--- config.mk ---
export PLATFORM = sky130hd
export DESIGN_NAME = elev_safety_supervisor
export DESIGN_NICKNAME = d
export VERILOG_FILES = /design/src/elev_safety_pkg.sv /design/src/elev_safety_supervisor.sv
export VERILOG_INCLUDE_DIRS = /design/src
export SDC_FILE = /design/constraint.sdc
export NUM_CORES = 1
export LEC_CHECK = 0
export ABC_AREA = 1
export ABC_CLOCK_PERIOD_IN_PS = 16480
export BUFFER_PORTS_ARGS = -buffer_cell sky130_fd_sc_hd__buf_2
export CORE_ASPECT_RATIO = 0.7
export CORE_MARGIN = 3
export CORE_UTILIZATION = 25
export DETAILED_ROUTE_END_ITERATION = 8
export PLACE_DENSITY = 0.4
export SLEW_MARGIN = 20
export SYNTH_ARGS = -nofsm -noshare
export SYNTH_HDL_FRONTEND = slang
export SYNTH_SLANG_ARGS = --single-unit
--- constraint.sdc ---
create_clock -name REF_CLK_I -period 16.48 [get_ports REF_CLK_I]
set_input_delay 1.648 -clock REF_CLK_I [delete_from_list [all_inputs] [get_ports REF_CLK_I]]
set_output_delay 1.648 -clock REF_CLK_I [all_outputs]
set_load 0.05 [all_outputs]
--- src/elev_safety_defs.svh ---
// Register offsets, field positions, reset values and timing counts of the safety supervisor.
`ifndef ELEV_SAFETY_DEFS_SVH
`define ELEV_SAFETY_DEFS_SVH

// ----------------------------------------
// Register offsets
// ----------------------------------------
`define REG_CTRL 8'h00
`define REG_COS_LIMIT 8'h04
`define REG_LOS_LIMIT 8'h08
`define REG_CONTRACT_SPEED 8'h0c
`define REG_FAULT 8'h10
`define REG_EVT_ON 8'h14
`define REG_EVT_OFF 8'h18
`define REG_STATUS 8'h1c

// ----------------------------------------
// Control fields
// ----------------------------------------
`define CTRL_BP_TERM 0
`define CTRL_BP_COS 1
`define CTRL_BP_LOS 2
`define CTRL_BP_CSTR 3
`define CTRL_BP_HSTR 4
`define CTRL_ROPE_FITTED 5
`define CTRL_WIDTH 6

// ----------------------------------------
// Fault fields, per channel and shared
// ----------------------------------------
`define FLT_UPPER_EMERGENCY_TERMINAL_SWITCH 0
`define FLT_LOWER_EMERGENCY_TERMINAL_SWITCH 1
`define FLT_COS 2
`define FLT_IOS 3
`define FLT_LOS 4
`define FLT_UM 5
`define FLT_BUS 6
`define FLT_JTO 7
`define FLT_BTO 8
`define CH_FLT_W 9
`define GFLT_CSTR 18
`define GFLT_HSTR 19
`define GFLT_CHKSUM 20
`define GFLT_LEARN 21
`define GFLT_MISMATCH 22
`define GFLT_INVENTORY 23
`define FLT_W 24

// ----------------------------------------
// Status fields
// ----------------------------------------
`define ST_MOTOR 0
`define ST_BRAKE 1
`define ST_ROPE 2
`define ST_RUN_PERMIT 3
`define ST_ESTOP 4
`define ST_BP_OK_A 5
`define ST_BP_OK_B 6

// ----------------------------------------
// Reset values and speed figures
// ----------------------------------------
`define RST_CTRL 6'h00
`define RST_COS_LIMIT 16'hffff
`define RST_LOS_LIMIT 16'hffff
`define RST_CONTRACT_SPEED 16'hffff
`define INSP_SPEED_FPM 16'h0096
`define TERM_SHARE_PCT 24'h00005f

// ----------------------------------------
// Timing
// ----------------------------------------
`define CLK_MHZ 125
`define STOP_CLEAR_MS 5000
`define BYPASS_LIMIT_MIN 15
`define JUMPER_LIMIT_MIN 15
`define STOP_CLEAR_CYC (40'(`STOP_CLEAR_MS) * 40'd1000 * 40'(`CLK_MHZ))
`define BYPASS_LIMIT_CYC (40'(`BYPASS_LIMIT_MIN) * 40'd60000000 * 40'(`CLK_MHZ))
`define JUMPER_LIMIT_CYC (40'(`JUMPER_LIMIT_MIN) * 40'd60000000 * 40'(`CLK_MHZ))

`endif

--- src/elev_safety_pkg.sv ---
// Types shared by the safety supervisor.
package elev_safety_pkg;

  // ----------------------------------------
  // Bus request
  // ----------------------------------------
  typedef struct packed {
    logic psel;
    logic penable;
    logic pwrite;
    logic [7:0] paddr;
    logic [31:0] pwdata;
  } apb_req_t;

  // ----------------------------------------
  // Pin inputs, synchronised as one word
  // ----------------------------------------
  typedef struct packed {
    logic [15:0] speed_a;
    logic [15:0] speed_b;
    logic [1:0] upper_emergency_terminal_switch;
    logic [1:0] lower_emergency_terminal_switch;
    logic [1:0] bus_write_fail;
    logic at_floor;
    logic door_open;
    logic gate_open;
    logic move_cmd;
    logic fault_reset;
    logic bypass_switch;
    logic jumper;
    logic inspection;
    logic test_mode;
    logic mr_inspection;
    logic car_string;
    logic hoist_string;
    logic checksum_bad;
    logic learn_fail;
    logic param_mismatch;
    logic inventory_mismatch;
  } pins_t;

endpackage

--- src/elev_safety_supervisor.sv ---
// Dual-channel elevator safety supervisor with an APB register slave.
//
// The APB interface to the registers and the register addresses were decided locally.
`timescale 1ns/1ps
`include "elev_safety_defs.svh"

module elev_safety_supervisor #(
  parameter logic [39:0] STOP_CLEAR_CYCLES = `STOP_CLEAR_CYC,
  parameter logic [39:0] BYPASS_LIMIT_CYCLES = `BYPASS_LIMIT_CYC,
  parameter logic [39:0] JUMPER_LIMIT_CYCLES = `JUMPER_LIMIT_CYC
) (
  // Clock and reset
  input wire logic REF_CLK_I,
  input wire logic NRST_I,
  // APB slave
  input wire logic PSEL_I,
  input wire logic PENABLE_I,
  input wire logic PWRITE_I,
  input wire logic [7:0] PADDR_I,
  input wire logic [31:0] PWDATA_I,
  output logic [31:0] PRDATA_O,
  output logic PREADY_O,
  output logic PSLVERR_O,
  // Speed and hoistway sensors, one set per channel
  input wire logic [15:0] SPEED_A_I,
  input wire logic [15:0] SPEED_B_I,
  input wire logic [1:0] UPPER_EMERGENCY_TERMINAL_SWITCH_I,
  input wire logic [1:0] LOWER_EMERGENCY_TERMINAL_SWITCH_I,
  input wire logic [1:0] SAFETY_BOARD_BUS_WRITE_FAIL_I,
  // Car and door state
  input wire logic AT_FLOOR_I,
  input wire logic HOISTWAY_DOOR_OPEN_I,
  input wire logic CAR_GATE_OPEN_I,
  input wire logic MAIN_CONTROLLER_PROCESSOR_MOVE_I,
  // Operator controls and modes
  input wire logic FAULT_RESET_I,
  input wire logic BYPASS_SWITCH_I,
  input wire logic BYPASS_JUMPER_I,
  input wire logic INSPECTION_I,
  input wire logic TEST_MODE_I,
  input wire logic MR_INSPECTION_I,
  // Safety strings, high when closed
  input wire logic CAR_STRING_I,
  input wire logic HOISTWAY_STRING_I,
  // Stored configuration checks
  input wire logic CONFIG_CHECKSUM_BAD_I,
  input wire logic CONFIG_LEARN_FAIL_I,
  input wire logic CONFIG_MISMATCH_I,
  input wire logic INVENTORY_MISMATCH_I,
  // Contactor drives, high to energise
  output logic MOTOR_CONTACTOR_O,
  output logic BRAKE_CONTACTOR_O,
  output logic ROPE_BRAKE_O,
  output logic RUN_PERMIT_O
);

  // ----------------------------------------
  // Input synchroniser
  // ----------------------------------------
  // The speed words are sampled as plain bits; a value caught mid-change lasts one cycle and only
  // matters at a threshold, which is an accepted limitation of a sensor with no strobe.
  elev_safety_pkg::pins_t pins_raw;
  elev_safety_pkg::pins_t pins_meta_q;
  elev_safety_pkg::pins_t pin_q;

  assign pins_raw = '{
    speed_a: SPEED_A_I,
    speed_b: SPEED_B_I,
    upper_emergency_terminal_switch: UPPER_EMERGENCY_TERMINAL_SWITCH_I,
    lower_emergency_terminal_switch: LOWER_EMERGENCY_TERMINAL_SWITCH_I,
    bus_write_fail: SAFETY_BOARD_BUS_WRITE_FAIL_I,
    at_floor: AT_FLOOR_I,
    door_open: HOISTWAY_DOOR_OPEN_I,
    gate_open: CAR_GATE_OPEN_I,
    move_cmd: MAIN_CONTROLLER_PROCESSOR_MOVE_I,
    fault_reset: FAULT_RESET_I,
    bypass_switch: BYPASS_SWITCH_I,
    jumper: BYPASS_JUMPER_I,
    inspection: INSPECTION_I,
    test_mode: TEST_MODE_I,
    mr_inspection: MR_INSPECTION_I,
    car_string: CAR_STRING_I,
    hoist_string: HOISTWAY_STRING_I,
    checksum_bad: CONFIG_CHECKSUM_BAD_I,
    learn_fail: CONFIG_LEARN_FAIL_I,
    param_mismatch: CONFIG_MISMATCH_I,
    inventory_mismatch: INVENTORY_MISMATCH_I
  };

  always_ff @(posedge REF_CLK_I or negedge NRST_I) begin
    if (!NRST_I) begin
      pins_meta_q <= '0;
      pin_q <= '0;
    end else begin
      pins_meta_q <= pins_raw;
      pin_q <= pins_meta_q;
    end
  end

  // ----------------------------------------
  // Configuration registers
  // ----------------------------------------
  elev_safety_pkg::apb_req_t req;
  logic [`CTRL_WIDTH-1:0] ctrl_q;
  logic [15:0] cos_limit_q;
  logic [15:0] los_limit_q;
  logic [15:0] contract_q;
  logic wr_en;
  logic map_hit;

  assign req = '{psel: PSEL_I, penable: PENABLE_I, pwrite: PWRITE_I, paddr: PADDR_I, pwdata: PWDATA_I};
  assign wr_en = req.psel && req.penable && PREADY_O && req.pwrite && !PSLVERR_O;
  assign map_hit = (req.paddr[1:0] == 2'h0) && (req.paddr <= `REG_STATUS);

  always_ff @(posedge REF_CLK_I or negedge NRST_I) begin
    if (!NRST_I) begin
      ctrl_q <= `RST_CTRL;
      cos_limit_q <= `RST_COS_LIMIT;
      los_limit_q <= `RST_LOS_LIMIT;
      contract_q <= `RST_CONTRACT_SPEED;
    end else if (wr_en) begin
      case (req.paddr)
        `REG_CTRL: ctrl_q <= req.pwdata[`CTRL_WIDTH-1:0];
        `REG_COS_LIMIT: cos_limit_q <= req.pwdata[15:0];
        `REG_LOS_LIMIT: los_limit_q <= req.pwdata[15:0];
        `REG_CONTRACT_SPEED: contract_q <= req.pwdata[15:0];
        default: ;
      endcase
    end
  end

  // ----------------------------------------
  // Safety channels A and B
  // ----------------------------------------
  logic [`CH_FLT_W-1:0] ch_flt_q [2];
  logic [1:0] ch_estop;
  logic [1:0] ch_inhibit;
  logic [1:0] ch_restart_block;
  logic [1:0] ch_um;
  logic [1:0] ch_bp_ok;
  logic [1:0] ch_moving;
  logic at_floor_prev_q;

  always_ff @(posedge REF_CLK_I or negedge NRST_I) begin
    if (!NRST_I) begin
      at_floor_prev_q <= 1'b0;
    end else begin
      at_floor_prev_q <= pin_q.at_floor;
    end
  end

  for (genvar ch = 0; ch < 2; ch++) begin : g_chan
    logic [15:0] spd;
    logic over_share;
    logic stopped_long;
    logic [39:0] stop_cnt_q;
    logic [39:0] byp_cnt_q;
    logic [39:0] jmp_cnt_q;
    logic byp_expired;
    logic [`CH_FLT_W-1:0] set;
    logic [`CH_FLT_W-1:0] f;

    assign spd = (ch == 0) ? pin_q.speed_a : pin_q.speed_b;
    assign f = ch_flt_q[ch];
    assign ch_moving[ch] = (spd != 16'h0000);
    assign over_share = (24'(spd) * 24'h000064) > (24'(contract_q) * `TERM_SHARE_PCT);
    assign stopped_long = (stop_cnt_q >= STOP_CLEAR_CYCLES);
    assign byp_expired = (byp_cnt_q >= BYPASS_LIMIT_CYCLES);
    assign ch_bp_ok[ch] = pin_q.bypass_switch && (pin_q.inspection || !f[`FLT_BTO]);

    always_ff @(posedge REF_CLK_I or negedge NRST_I) begin
      if (!NRST_I) begin
        stop_cnt_q <= '0;
        byp_cnt_q <= '0;
        jmp_cnt_q <= '0;
      end else begin
        if (ch_moving[ch]) begin
          stop_cnt_q <= '0;
        end else if (!stopped_long) begin
          stop_cnt_q <= stop_cnt_q + 40'h1;
        end
        if (!pin_q.bypass_switch) begin
          byp_cnt_q <= '0;
        end else if (!pin_q.inspection && !byp_expired) begin
          byp_cnt_q <= byp_cnt_q + 40'h1;
        end
        if (!pin_q.jumper) begin
          jmp_cnt_q <= '0;
        end else if (jmp_cnt_q < JUMPER_LIMIT_CYCLES) begin
          jmp_cnt_q <= jmp_cnt_q + 40'h1;
        end
      end
    end

    always_comb begin
      set = '0;
      set[`FLT_UPPER_EMERGENCY_TERMINAL_SWITCH] = pin_q.upper_emergency_terminal_switch[ch] && over_share;
      set[`FLT_LOWER_EMERGENCY_TERMINAL_SWITCH] = pin_q.lower_emergency_terminal_switch[ch] && over_share;
      set[`FLT_COS] = spd > cos_limit_q;
      set[`FLT_IOS] = spd > `INSP_SPEED_FPM;
      set[`FLT_LOS] = spd > los_limit_q;
      set[`FLT_UM] = at_floor_prev_q && !pin_q.at_floor && pin_q.door_open && pin_q.gate_open
                     && !pin_q.move_cmd;
      set[`FLT_BTO] = pin_q.bypass_switch && !pin_q.inspection && byp_expired;
    end

    // A raise in the same cycle as a clear condition always wins.
    always_ff @(posedge REF_CLK_I or negedge NRST_I) begin
      if (!NRST_I) begin
        ch_flt_q[ch] <= '0;
      end else begin
        for (int b = `FLT_UPPER_EMERGENCY_TERMINAL_SWITCH; b <= `FLT_LOS; b++) begin
          ch_flt_q[ch][b] <= set[b] || (f[b] && !stopped_long);
        end
        ch_flt_q[ch][`FLT_UM] <= set[`FLT_UM] || (f[`FLT_UM] && !pin_q.fault_reset);
        ch_flt_q[ch][`FLT_BUS] <= pin_q.bus_write_fail[ch];
        ch_flt_q[ch][`FLT_JTO] <= pin_q.jumper && (jmp_cnt_q >= JUMPER_LIMIT_CYCLES);
        ch_flt_q[ch][`FLT_BTO] <= set[`FLT_BTO] || (f[`FLT_BTO] && pin_q.bypass_switch);
      end
    end

    logic term_live;
    logic cos_live;
    logic los_live;
    assign term_live = (f[`FLT_UPPER_EMERGENCY_TERMINAL_SWITCH] || f[`FLT_LOWER_EMERGENCY_TERMINAL_SWITCH]) && !(ctrl_q[`CTRL_BP_TERM] && ch_bp_ok[ch]);
    assign cos_live = f[`FLT_COS] && !(ctrl_q[`CTRL_BP_COS] && ch_bp_ok[ch]);
    assign los_live = f[`FLT_LOS] && !(ctrl_q[`CTRL_BP_LOS] && ch_bp_ok[ch]);
    assign ch_estop[ch] = term_live || cos_live || f[`FLT_IOS] || los_live || f[`FLT_UM]
                          || f[`FLT_BUS] || f[`FLT_BTO];
    assign ch_inhibit[ch] = ch_estop[ch];
    assign ch_restart_block[ch] = f[`FLT_JTO];
    assign ch_um[ch] = f[`FLT_UM];
  end

  // ----------------------------------------
  // Shared faults and car reaction
  // ----------------------------------------
  logic learn_flt_q;
  logic running;
  logic str_bp_mode;
  logic c_block;
  logic h_block;
  logic estop;
  logic inhibit;
  logic run_permit_q;
  logic motor_q;
  logic brake_q;
  logic rope_q;
  logic estop_q;

  always_ff @(posedge REF_CLK_I or negedge NRST_I) begin
    if (!NRST_I) begin
      learn_flt_q <= 1'b0;
    end else begin
      learn_flt_q <= pin_q.learn_fail || (learn_flt_q && !pin_q.fault_reset);
    end
  end

  assign running = |ch_moving;
  assign str_bp_mode = pin_q.test_mode || pin_q.mr_inspection;
  assign c_block = !pin_q.car_string && !(ctrl_q[`CTRL_BP_CSTR] && str_bp_mode);
  assign h_block = !pin_q.hoist_string && !(ctrl_q[`CTRL_BP_HSTR] && str_bp_mode);
  assign estop = (|ch_estop) || (running && (c_block || h_block));
  assign inhibit = (|ch_inhibit) || c_block || h_block || pin_q.checksum_bad
                   || learn_flt_q || pin_q.param_mismatch
                   || pin_q.inventory_mismatch
                   || ((|ch_restart_block) && !running);

  // Both contactors fall in the same edge; there is no ramp because a stopping sequence would
  // keep the motor powered through the very fault that demands its removal.
  always_ff @(posedge REF_CLK_I or negedge NRST_I) begin
    if (!NRST_I) begin
      run_permit_q <= 1'b0;
      motor_q <= 1'b0;
      brake_q <= 1'b0;
      rope_q <= 1'b0;
      estop_q <= 1'b0;
    end else begin
      run_permit_q <= !inhibit;
      estop_q <= estop;
      motor_q <= pin_q.move_cmd && !estop && !inhibit;
      brake_q <= pin_q.move_cmd && !estop && !inhibit;
      rope_q <= !(ctrl_q[`CTRL_ROPE_FITTED] && (|ch_um));
    end
  end

  assign MOTOR_CONTACTOR_O = motor_q;
  assign BRAKE_CONTACTOR_O = brake_q;
  assign ROPE_BRAKE_O = rope_q;
  assign RUN_PERMIT_O = run_permit_q;

  // ----------------------------------------
  // Fault events
  // ----------------------------------------
  logic [`FLT_W-1:0] flt_all;
  logic [`FLT_W-1:0] flt_prev_q;
  logic [`FLT_W-1:0] evt_on_q;
  logic [`FLT_W-1:0] evt_off_q;
  logic [`FLT_W-1:0] w1c_on;
  logic [`FLT_W-1:0] w1c_off;

  assign flt_all = {pin_q.inventory_mismatch, pin_q.param_mismatch, learn_flt_q, pin_q.checksum_bad,
                    !pin_q.hoist_string, !pin_q.car_string, ch_flt_q[1], ch_flt_q[0]};
  assign w1c_on = (wr_en && req.paddr == `REG_EVT_ON) ? req.pwdata[`FLT_W-1:0] : '0;
  assign w1c_off = (wr_en && req.paddr == `REG_EVT_OFF) ? req.pwdata[`FLT_W-1:0] : '0;

  always_ff @(posedge REF_CLK_I or negedge NRST_I) begin
    if (!NRST_I) begin
      flt_prev_q <= '0;
      evt_on_q <= '0;
      evt_off_q <= '0;
    end else begin
      flt_prev_q <= flt_all;
      evt_on_q <= (evt_on_q & ~w1c_on) | (flt_all & ~flt_prev_q);
      evt_off_q <= (evt_off_q & ~w1c_off) | (~flt_all & flt_prev_q);
    end
  end

  // ----------------------------------------
  // APB read and answer
  // ----------------------------------------
  logic [31:0] rd_word;
  logic [31:0] prdata_q;
  logic pready_q;
  logic pslverr_q;

  always_comb begin
    rd_word = 32'h00000000;
    case (req.paddr)
      `REG_CTRL: rd_word = 32'(ctrl_q);
      `REG_COS_LIMIT: rd_word = 32'(cos_limit_q);
      `REG_LOS_LIMIT: rd_word = 32'(los_limit_q);
      `REG_CONTRACT_SPEED: rd_word = 32'(contract_q);
      `REG_FAULT: rd_word = 32'(flt_all);
      `REG_EVT_ON: rd_word = 32'(evt_on_q);
      `REG_EVT_OFF: rd_word = 32'(evt_off_q);
      `REG_STATUS: begin
        rd_word[`ST_MOTOR] = motor_q;
        rd_word[`ST_BRAKE] = brake_q;
        rd_word[`ST_ROPE] = rope_q;
        rd_word[`ST_RUN_PERMIT] = run_permit_q;
        rd_word[`ST_ESTOP] = estop_q;
        rd_word[`ST_BP_OK_A] = ch_bp_ok[0];
        rd_word[`ST_BP_OK_B] = ch_bp_ok[1];
      end
      default: rd_word = 32'h00000000;
    endcase
  end

  // Every transfer completes with no wait state; the answer is registered in the setup cycle so that it comes from flip-flops.
  always_ff @(posedge REF_CLK_I or negedge NRST_I) begin
    if (!NRST_I) begin
      pready_q <= 1'b0;
      pslverr_q <= 1'b0;
      prdata_q <= '0;
    end else begin
      pready_q <= req.psel && !req.penable;
      pslverr_q <= req.psel && !req.penable && !map_hit;
      if (req.psel && !req.penable && !req.pwrite && map_hit) begin
        prdata_q <= rd_word;
      end else if (req.psel && !req.penable) begin
        prdata_q <= '0;
      end
    end
  end

  assign PRDATA_O = prdata_q;
  assign PREADY_O = pready_q;
  assign PSLVERR_O = pslverr_q;

endmodule

==> flow_summary_export.csv, run 1 <==
group,metric,value,unit
status,status,"finished, final reports clean",
synth,synth_area_per_cell,8.085,um2
cts,htree_levels,3,
placement,dp_slack,10.22,ns
layout,layout.nets,4822,
placement,port_buffers,120,
timing,setup_violations,0,
cts,clk_pin_slew_worst_paths,0.06,ns
global_route,grt_pass1_vias,27740,
synth,ys.flop_type,"dfrtp_1",
timing,worst_slew_pin_slew,0.9936,ns
global_route,grt_usage,15.70,%
cts,clock_path_buffers,3,
power,peakVddDrop,0.06588,mV
cts,insertion_delay,0.66,ns
routing,avgRoutedWirePerCell,17.81,um
critical_path,cp-start-kind,"flop",
layout,final_common_cell,"nand2_1",
cts,cts_root_buffer,"clkbuf_16",
placement,routabilityCongestion,0.8422,
global_route,grt_first_pass_wirelength,171.2,mm
global_route,grt_overflow,0,
layout,layout_common_cells,"nand2_1 (950), inv_1 (652), dfrtp_1 (476)",
die,initial_core_util,25.42,%
flow_run,cap_viol_max_count,0,
synth,synth_seq_area_share,38.52,%
synth,synth-edff-count,0,
critical_path,crit_fanout,6,
global_route,antenna_found_initial,3,
timing,tns,0,ns
placement,hpwl,83.45,mm
timing,finalCriticalPeriod,6.214,ns
synth,synth_area_leaders,"dfrtp_1 (35%), ha_1 (11%), nand2_1 (10%)",
cts,cts_num_sinks,524,
cts,cts_tree,"yes",
critical_path,cp-end-kind,"flop",
timing,slew_headroom,33.60,%
timing,maxSlewViolCount,0,
cts,cts_resized,0,
synth,netlist_area,34200,um2
synth,ys_warn_count,0,
die,io_pins,137,
timing,setup_ws,10.27,ns
power,p_leak,17.36,nW
layout,areaGrowthSynthToFinish,13.87,%
power,powerDensity,85.55,nW/um2
routing,drt-pass1-iter-count,5,
critical_path,crit_required,17.00,ns
die,fp.dieW,448.1,um
synth,synth_top_cell_area_share,34.83,%
routing,routed_wl,109.9,mm
routing,via_per_inst,4.559,
cts,cts_setup_buffers,0,
timing,hold_viol_final,0,
synth,syn_inst,4230,
die,fp-row-count,112,
cts,postCtsHoldBufs,0,
layout,drive_above_1_share,8.536,%
critical_path,crit_type,"reg2reg",
timing,max_freq,0.1609,GHz
timing,rsz0062_at_grt,"no",
routing,remaining_drc_errors,0,
synth,synth-seq-cells,524,
cts,numCtsBuffers,66,
die,fp.dieArea,141300,um2
routing,vias,28150,
synth,yosys.area.top_type,"dfrtp_1",
synth,yosys.cell_types.count,66,
die,die_h,315.4,um
hold_path,min_path_type,"reg2reg",
synth,postSynth.asyncResetShare,100.0,%
timing,skew,0.03162,ns
routing,ant_nets,0,
routing,drt_iter0_drc,1995,
timing,period_share,37.71,%
die,core,134500,um2
critical_path,arrival,6.73,ns
global_route,grt_max_degree,85,
## where the power goes
part	switching, W	internal, W	total (W)	leakage (nW)
Clock	0.000627	0.000858	0.00148	1.06
Combinational	0.000336	0.000179	0.000514	9.81
Sequential	0.0000257	0.00131	0.00133	6.49
Total	0.000988	0.00234	0.00333	17.4
## logic make-up (layout without fill, tap and decap cells)
group,Yosys count,after routing,synth area share (%)
fa+ha+maj,371,371,15.24
flops,524,524,38.52
other cells,1,10,0.01097
simple gates,1765,1765,22.87
buf+inv,768,936,8.707
xor+xnor,141,141,3.611
compound gates,660,660,11.04
## cell usage after synthesis (48+ instances only)
master    instances
a21oi_1         153
clkbuf_1         52
dfrtp_1         476
dfstp_2          48
fa_1             76
ha_1            295
inv_1           653
nand2_1         952
nand3_1         135
nand4_1         102
nor2_1          317
nor3_1          112
nor4_1           62
o21ai_0         317
o31ai_1          67
xor2_1           98
## metrics by stage
stage | std cells | utilization, % | instance area (um2) | hold WS, ns | total power (W)
2_1_floorplan | 4237 | - | 34230 | 0.3312 | 0.001696
3_3_place_gp | 6051 | 27.32 | 36760 | 0.3325 | 0.001875
3_5_place_dp | 6051 | 27.32 | 36760 | 0.3347 | 0.001877
4_1_cts | 6172 | 28.94 | 38930 | 0.3464 | 0.003407
5_1_grt | 6173 | 28.95 | 38940 | 0.3459 | 0.003537
6_report | 6174 | 28.95 | 38940 | 0.3407 | 0.003331
## registers in the layout, summed over array words and instances (netlist names), 24 cells and up
| name | count |
|---|---|
| g_chan.stop_cnt_q | 80 |
| evt_off_q | 24 |
| pins_meta_q | 54 |
| flt_prev_q | 24 |
| g_chan.jmp_cnt_q | 80 |
| PRDATA_O | 24 |
| g_chan.byp_cnt_q | 80 |
| g_chan.spd | 32 |
| evt_on_q | 24 |
## final cells by class
| cell class | instances | area [um2] |
|---|---|---|
| fill | 14590 | 95590 |
| clock inverter | 19 | 260.3 |
| inverter | 677 | 2542 |
| tap | 1767 | 2211 |
| sequential | 524 | 13170 |
| antenna | 2 | 5.005 |
| timing repair buffer | 138 | 745.7 |
| clock buffer | 102 | 1917 |
| multi-input combinational | 2945 | 18090 |
## worst max-delay path, cell delays in order (launching register included)
cell,delay [ns]
dfstp_2,0.66
inv_1,0.20
fa_1,0.54
inv_1,0.04
ha_1,0.26
inv_1,0.05
fa_1,0.44
fa_1,0.49
inv_1,0.04
ha_1,0.36
a21oi_1,0.22
o21ai_0,0.14
nand2_1,0.08
nand2_1,0.07
a31oi_1,0.28
inv_1,0.07
a31oi_1,0.22
nor2_1,0.07
nor2_1,0.12
xor2_1,0.34
ha_1,0.25
nand4_1,0.12
or4_1,0.52
nor3_1,0.25
nand2_1,0.10
nand3_1,0.12
nand2_1,0.06
## path summary, 6_finish.rpt
kind                                           endpoint  cells past startpoint             from  slack (ns)
worst max-delay path                     g_chan[1].f[1]                     26    contract_q[3]       10.27
worst min-delay path                   g_chan[0].spd[6]                      0  pins_meta_q[44]        0.34
worst max register to register           g_chan[1].f[1]                     26    contract_q[3]       10.27
worst min register to register         g_chan[0].spd[6]                      0  pins_meta_q[44]        0.34
max in group asynchronous              g_chan[1].spd[9]                      4           NRST_I       12.49
min in group asynchronous       g_chan[1].byp_cnt_q[12]                      1           NRST_I        0.98
## metal layers
metal	up-vias	part of all wire, %	track usage, %	routed length, um
met5	-	0	0	0
met3	99	3.9	2.365	4245
li1	14090	-	-	-
met1	13510	53	24.64	58790
met4	0	1.9	3.330	2093
met2	448	41	22.36	44800
(Power assumes the default switching activity.)
==> inputs of run 2 (changes only) <==
--- a/config.mk
+++ b/config.mk
@@ -6,8 +6,8 @@
 export SDC_FILE = /design/constraint.sdc
 export NUM_CORES = 1
 export LEC_CHECK = 0
-export ABC_AREA = 1
-export ABC_CLOCK_PERIOD_IN_PS = 16480
+export ABC_AREA = 0
+export ABC_CLOCK_PERIOD_IN_PS = 5900
 export BUFFER_PORTS_ARGS = -buffer_cell sky130_fd_sc_hd__buf_2
 export CORE_ASPECT_RATIO = 0.7
 export CORE_MARGIN = 3
==> constraint.sdc (replaced) <==
create_clock -name REF_CLK_I -period 5.9 [get_ports REF_CLK_I]
set_input_delay 0.59 -clock REF_CLK_I [delete_from_list [all_inputs] [get_ports REF_CLK_I]]
set_output_delay 0.59 -clock REF_CLK_I [all_outputs]
set_load 0.05 [all_outputs]
==> flow_summary_export.csv, run 2 <==
group,metric,value,unit
synth,synth_common_cells,"dfrtp_1 (476), inv_1 (317), nand2_1 (306), ha_1 (295), o21ai_0 (153)",
synth,synth_area_leaders,"dfrtp_1 (38%), ha_1 (12%), fa_1 (4.9%)",
timing,max_freq,0.1606,GHz
layout,multi_input_area,16710,um2
hold_path,min_to,"pins_meta_q[17]",
timing,finalCriticalPeriod,6.226,ns
power,swShare,30.66,%
placement,port_buffers,120,
timing,setup_violations,4,
die,io_pins,137,
routing,via_per_inst,4.523,
layout,drive_above_1_share,14.78,%
synth,ys_warn_count,0,
flow_run,cap_viol_max_count,0,
timing,rsz0062_at_grt,"yes",
critical_path,worstReg2RegEnd,"g_chan[1].f[0]",
die,die_h,301.1,um
power,clkPwrFrac,39.5,%
critical_path,arrival,6.81,ns
routing,drt_iter0_drc,1563,
timing,maxSlewViolCount,0,
timing,hold_viol_final,0,
power,power.switching,0.003002,W
hold_path,min_path_type,"in2reg",
cts,insertion_delay,0.67,ns
die,fp.dieArea,128700,um2
synth,synth_most_common_cell,"dfrtp_1",
synth,yosys.cell_types.count,89,
layout,final_common_cell,"dfrtp_1",
synth,synth-edff-count,0,
synth,synth_top_cell_area_share,38.31,%
global_route,use_met1,22.26,%
critical_path,r2r_slack,-0.33,ns
synth,syn_inst,3147,
cts,cts_root_buffer,"clkbuf_16",
critical_path,crit_slowest_cell,"fa_1",
critical_path,crit_required,6.49,ns
power,power_frac_comb,21.8,%
routing,remaining_drc_errors,0,
timing,setup_ws,-0.3260,ns
critical_path,cp_slowest_stage_delay,0.52,ns
layout,final_util,30.61,%
global_route,grt_util_met2,21.93,%
die,initial_core_util,25.38,%
timing,worst_slew_pin_slew,0.9890,ns
cts,numCtsBuffers,59,
cts,htree_levels,2,
synth,postSynth.asyncResetShare,100.0,%
synth,yosys.area.top_type,"dfrtp_1",
die,core,122500,um2
layout,layout.nets,3917,
global_route,grt_overflow,0,
layout,largestRegisters,"g_chan.byp_cnt_q x80, g_chan.jmp_cnt_q x80, g_chan.stop_cnt_q x80",
cts,clk_pin_slew_worst_paths,0.07,ns
critical_path,crit_fanout,4,
synth,ys.flop_type,"dfrtp_1",
synth,synth_area_per_cell,9.881,um2
status,violations,"setup timing",
global_route,grtUsageMet3,2.585,%
timing,period_share,105.5,%
die,fp-row-count,107,
global_route,antenna_found_initial,17,
routing,vias,23230,
hold_path,timing.hold.worst.start,"SAFETY_BOARD_BUS_WRITE_FAIL_I[1]",
hold_path,min_path_cells,1,
power,peakVddDrop,0.1975,mV
global_route,grt_pass1_vias,23340,
layout,areaGrowthSynthToFinish,20.58,%
timing,whs,0.05005,ns
timing,skew,0.03885,ns
critical_path,cp_common_cell,"fa_1",
status,status,"finished, violations left",
global_route,grt_first_pass_wirelength,147.3,mm
critical_path,cp-start-kind,"flop",
global_route,grt_usage,14.82,%
global_route,top_usage_layer,"met1",
layout,nFillCells,12710,
layout,final-seq-area,13180,um2
routing,avgRoutedWirePerCell,18.35,um
routing,drt-pass1-iter-count,9,
synth,netlist_area,31090,um2
critical_path,cp-end-kind,"flop",
critical_path,worstReg2RegStart,"contract_q[6]",
timing,tns,-1.144,ns
synth,synth-seq-cells,524,
power,internal-power,0.006788,W
critical_path,crit_type,"reg2reg",
routing,routed_wl,94.28,mm
power,powerDensity,261.1,nW/um2
global_route,grt_max_degree,150,
placement,routabilityCongestion,0.8186,
layout,layout_common_cells,"dfrtp_1 (474), inv_1 (310), nand2_1 (305)",
placement,hpwl,70.09,mm
power,seqPwrFrac,38.7,%
timing,slew_headroom,33.76,%
cts,cts_tree,"yes",
power,p_leak,17.36,nW
routing,ant_nets,0,
cts,clock_path_buffers,3,
synth,synth_seq_area_share,42.36,%
critical_path,reg2reg_depth,29,
die,fp.dieW,427.5,um
power,power.total,0.009789,W
cts,cts_num_sinks,524,
==> run 2: changes by cell type after synthesis, moves of 54 or more <==
cell,before,now
nand2_1,952,306
inv_1,653,317
nor2_1,317,139
o21ai_0,317,153
and2_1,3,99
nor3_1,112,38
nand2b_1,0,54
==> run 2: per-stage QoR <==
step	setup slack, ns	std cells	cell area, um2
6_report	-0.3260	5137	37490
5_1_grt	-0.6084	5134	37490
3_3_place_gp	-0.6005	4955	34620
2_1_floorplan	-0.1648	3154	31190
3_5_place_dp	-0.6273	4955	34620
4_1_cts	-0.4200	5129	37390
==> run 2: logic make-up after synthesis <==
| logic type | Yosys count | share of synthesized area [%] |
|---|---|---|
| and+or+nand+nor | 1038 | 17.19 |
| AOI/OAI and AO/OA | 603 | 12.82 |
| DFF | 524 | 42.36 |
| buffers and inverters | 413 | 5.110 |
| adders and majority gates | 373 | 16.83 |
| xor gates and xnor gates | 156 | 4.394 |
| muxes | 39 | 1.288 |
| other | 1 | 0.01206 |
==> run 2: repair_timing <==
item,4_1_cts,5_1_grt
hold endpoints to repair,114,0
pin swaps,45,17
buffers inserted,10,4
hold buffers,53,0
gates resized for setup,28,14
gates cloned,0,0
endpoints found under the setup margin,4,4
==> run 2: power by group through the flow <==
stage,combinational [W],clock [W],sequential (W)
floorplan,0.00124,0,0.00381
global placement,0.00197,0,0.00386
detailed placement,0.00197,0,0.00386
finish,0.00213,0.00387,0.00379
CTS,0.00210,0.00404,0.00380
global route,0.00242,0.00419,0.00380
==> run 2: layer usage <==
layer  part of all wire [%]  vias to the layer above
li1                       -                    11570
met1                     51                    11260
met2                     43                      288
met3                    4.1                      115
met4                    2.1                        2
met5                  0.014                        -
==> run 2: layout make-up <==
class | instances | area share [%]
tap | 1635 | 5.456
clock inverter | 34 | 1.021
inverter | 318 | 3.183
sequential | 524 | 35.14
antenna | 5 | 0.03337
clock buffer | 77 | 4.331
timing repair buffer | 327 | 6.257
multi-input combinational | 2217 | 44.58
==> run 2: worst max-delay path by stage <==
stage / from / to / slack [ns] / cells after the start
floorplan: contract_q[7] / g_chan[1].f[0] / -0.16 / 24
global placement: contract_q[4] / g_chan[0].f[1] / -0.60 / 28
detailed placement: contract_q[4] / g_chan[0].f[0] / -0.63 / 28
CTS: contract_q[6] / g_chan[1].f[0] / -0.42 / 29
global route: contract_q[6] / g_chan[1].f[0] / -0.61 / 28
finish: contract_q[6] / g_chan[1].f[0] / -0.33 / 29
==> run 2: critical path: cells and delay by family, from the launching register on <==
kind / cells / cell delay, ns
AO/OA/AOI/OAI: 9 / 1.37
XOR/XNOR: 1 / 0.08
adder cells (fa/ha/maj): 7 / 2.80
buffers and inverters: 7 / 0.65
flip-flops: 1 / 0.39
AND/OR/NAND/NOR: 5 / 0.87
==> inputs of run 3 (changes only) <==
--- a/config.mk
+++ b/config.mk
@@ -9,12 +9,14 @@
 export ABC_AREA = 0
 export ABC_CLOCK_PERIOD_IN_PS = 5900
 export BUFFER_PORTS_ARGS = -buffer_cell sky130_fd_sc_hd__buf_2
-export CORE_ASPECT_RATIO = 0.7
+export CORE_ASPECT_RATIO = 1.5
 export CORE_MARGIN = 3
 export CORE_UTILIZATION = 25
 export DETAILED_ROUTE_END_ITERATION = 8
+export GPL_TIMING_DRIVEN = 0
 export PLACE_DENSITY = 0.4
 export SLEW_MARGIN = 20
 export SYNTH_ARGS = -nofsm -noshare
 export SYNTH_HDL_FRONTEND = slang
 export SYNTH_SLANG_ARGS = --single-unit
+export TNS_END_PERCENT = 10
==> flow_summary_export.csv, run 3 (synthesis gave the netlist of run 2 again) <==
group,metric,value,unit
status,status,"finished, violations left",
status,violations,"setup timing",
routing,drt_iter0_drc,1125,
routing,ant_nets,0,
power,peakVddDrop,0.1871,mV
flow_run,cap_viol_max_count,0,
global_route,grt_overflow,0,
global_route,antenna_found_initial,9,
layout,layout_common_cells,"dfrtp_1 (475), inv_1 (311), nand2_1 (304)",
routing,routed_wl,99.31,mm
die,fp.dieArea,128700,um2
cts,clock_path_buffers,3,
cts,clk_pin_slew_worst_paths,0.07,ns
die,fp-row-count,157,
routing,remaining_drc_errors,0,
cts,htree_levels,2,
critical_path,cp-end-kind,"flop",
layout,final_common_cell,"dfrtp_1",
critical_path,cp_slowest_stage_delay,0.57,ns
global_route,grt_pass1_vias,24830,
timing,slew_headroom,27.03,%
hold_path,min_path_type,"in2reg",
die,die_h,437.9,um
critical_path,crit_fanout,6,
placement,routabilityCongestion,0.8327,
placement,place_area,33940,um2
timing,maxSlewViolCount,0,
critical_path,crit_type,"reg2reg",
placement,hpwl,76.91,mm
layout,nFillCells,12760,
critical_path,crit_slowest_cell,"dfstp_2",
timing,finalCriticalPeriod,6.457,ns
global_route,grt_max_degree,91,
placement,dpl.cell_count,4868,
routing,drt-pass1-iter-count,6,
critical_path,arrival,6.96,ns
timing,skew,0.03306,ns
timing,rsz0062_at_grt,"yes",
layout,final_cells,5031,
timing,setup_ws,-0.5570,ns
routing,avgRoutedWirePerCell,19.74,um
timing,max_freq,0.1549,GHz
layout,drive_above_1_share,11.88,%
critical_path,cp-start-kind,"flop",
die,initial_core_util,25.33,%
cts,numCtsBuffers,59,
cts,cts_root_buffer,"clkbuf_16",
placement,port_buffers,118,
layout,largestRegisters,"g_chan.byp_cnt_q x80, g_chan.jmp_cnt_q x80, g_chan.stop_cnt_q x80",
die,core,122800,um2
critical_path,crit_required,6.40,ns
power,powerDensity,270.1,nW/um2
layout,final_util,30.04,%
die,fp.dieW,294.0,um
routing,via_per_inst,4.659,
cts,cts_num_sinks,524,
global_route,grt_first_pass_wirelength,152.5,mm
critical_path,r2r_slack,-0.56,ns
timing,setup_violations,4,
power,p_leak,16.92,nW
layout,layout.nets,3855,
cts,insertion_delay,0.65,ns
timing,period_share,109.4,%
layout,design_area,36890,um2
routing,vias,23440,
die,io_pins,137,
layout,areaGrowthSynthToFinish,18.62,%
timing,worst_slew_pin_slew,1.085,ns
cts,cts_tree,"yes",
global_route,grt_usage,15.38,%
placement,dp_slack,-1.367,ns
timing,hold_viol_final,0,
## run 3: worst paths after layout
check | start | end | cells after the start
setup / recovery | contract_q[5] | g_chan[1].f[1] | 28
hold / removal | SPEED_A_I[3] | pins_meta_q[41] | 1
setup reg to reg | contract_q[5] | g_chan[1].f[1] | 28
hold reg to reg | pins_meta_q[5] | pin_q[5] | 0
max in group asynchronous | NRST_I | pins_meta_q[29] | 5
min in group asynchronous | NRST_I | PRDATA_O[3] | 2
## run 3: cell type report
cell class	instances	area (um2)	share of cell area [%]
inverters	318	1194	3.236
plain buffers	95	395.4	1.072
well taps	1590	1989	5.393
diodes	6	15.01	0.04071
multi-input cells	2217	16750	45.42
clock inverters	34	529.3	1.435
clock buffers	77	1634	4.430
repair buffers	170	1201	3.256
flip-flops and latches	524	13170	35.72
## run 3: critical path: cells and delay by family (launching register included)
family,cells,cell delay [ns]
AOI/OAI and AO/OA,13,2.24
buffers and inverters,4,0.34
xor gates and xnor gates,1,0.18
DFF,1,0.57
adders and majority gates,7,2.68
and+or+nand+nor,3,0.27
## run 3: timing repair
| item | 4_1_cts | 5_1_grt |
|---|---|---|
| setup endpoints to repair | 4 | 4 |
| endpoints found under the hold margin | 55 | 0 |
| hold buffers | 13 | 0 |
| buffers inserted | 31 | 2 |
| pin swaps | 40 | 7 |
| resized for setup | 50 | 5 |
## run 3: through the flow
| step | hold slack (ns) | TNS [ns] | power, W |
|---|---|---|---|
| after floorplan | 0.2944 | -0.6044 | 0.005044 |
| after global placement | 0.3315 | -3822.07 | 0.005699 |
| after detailed placement | 0.3347 | -5.437 | 0.005721 |
| after CTS | 0.001128 | -2.188 | 0.01015 |
| after global routing | 0.01868 | -3.283 | 0.01053 |
| final | 0.04709 | -2.158 | 0.009961 |
## run 3: metal layers
layer | GRT usage [%] | share of wire, % | wire, um | vias up
li1 | - | - | - | 11410
met1 | 16.95 | 39 | 38600 | 11590
met2 | 30.01 | 55 | 54430 | 305
met3 | 1.898 | 2.9 | 2909 | 129
met4 | 5.090 | 3.4 | 3363 | 2
met5 | 0 | 0.013 | 13 | -
## run 3: power breakdown
group | internal (W) | leakage [nW] | switching (W)
Clock | 0.00248 | 1.05 | 0.00163
Combinational | 0.000836 | 9.30 | 0.00121
Sequential | 0.00369 | 6.57 | 0.000114
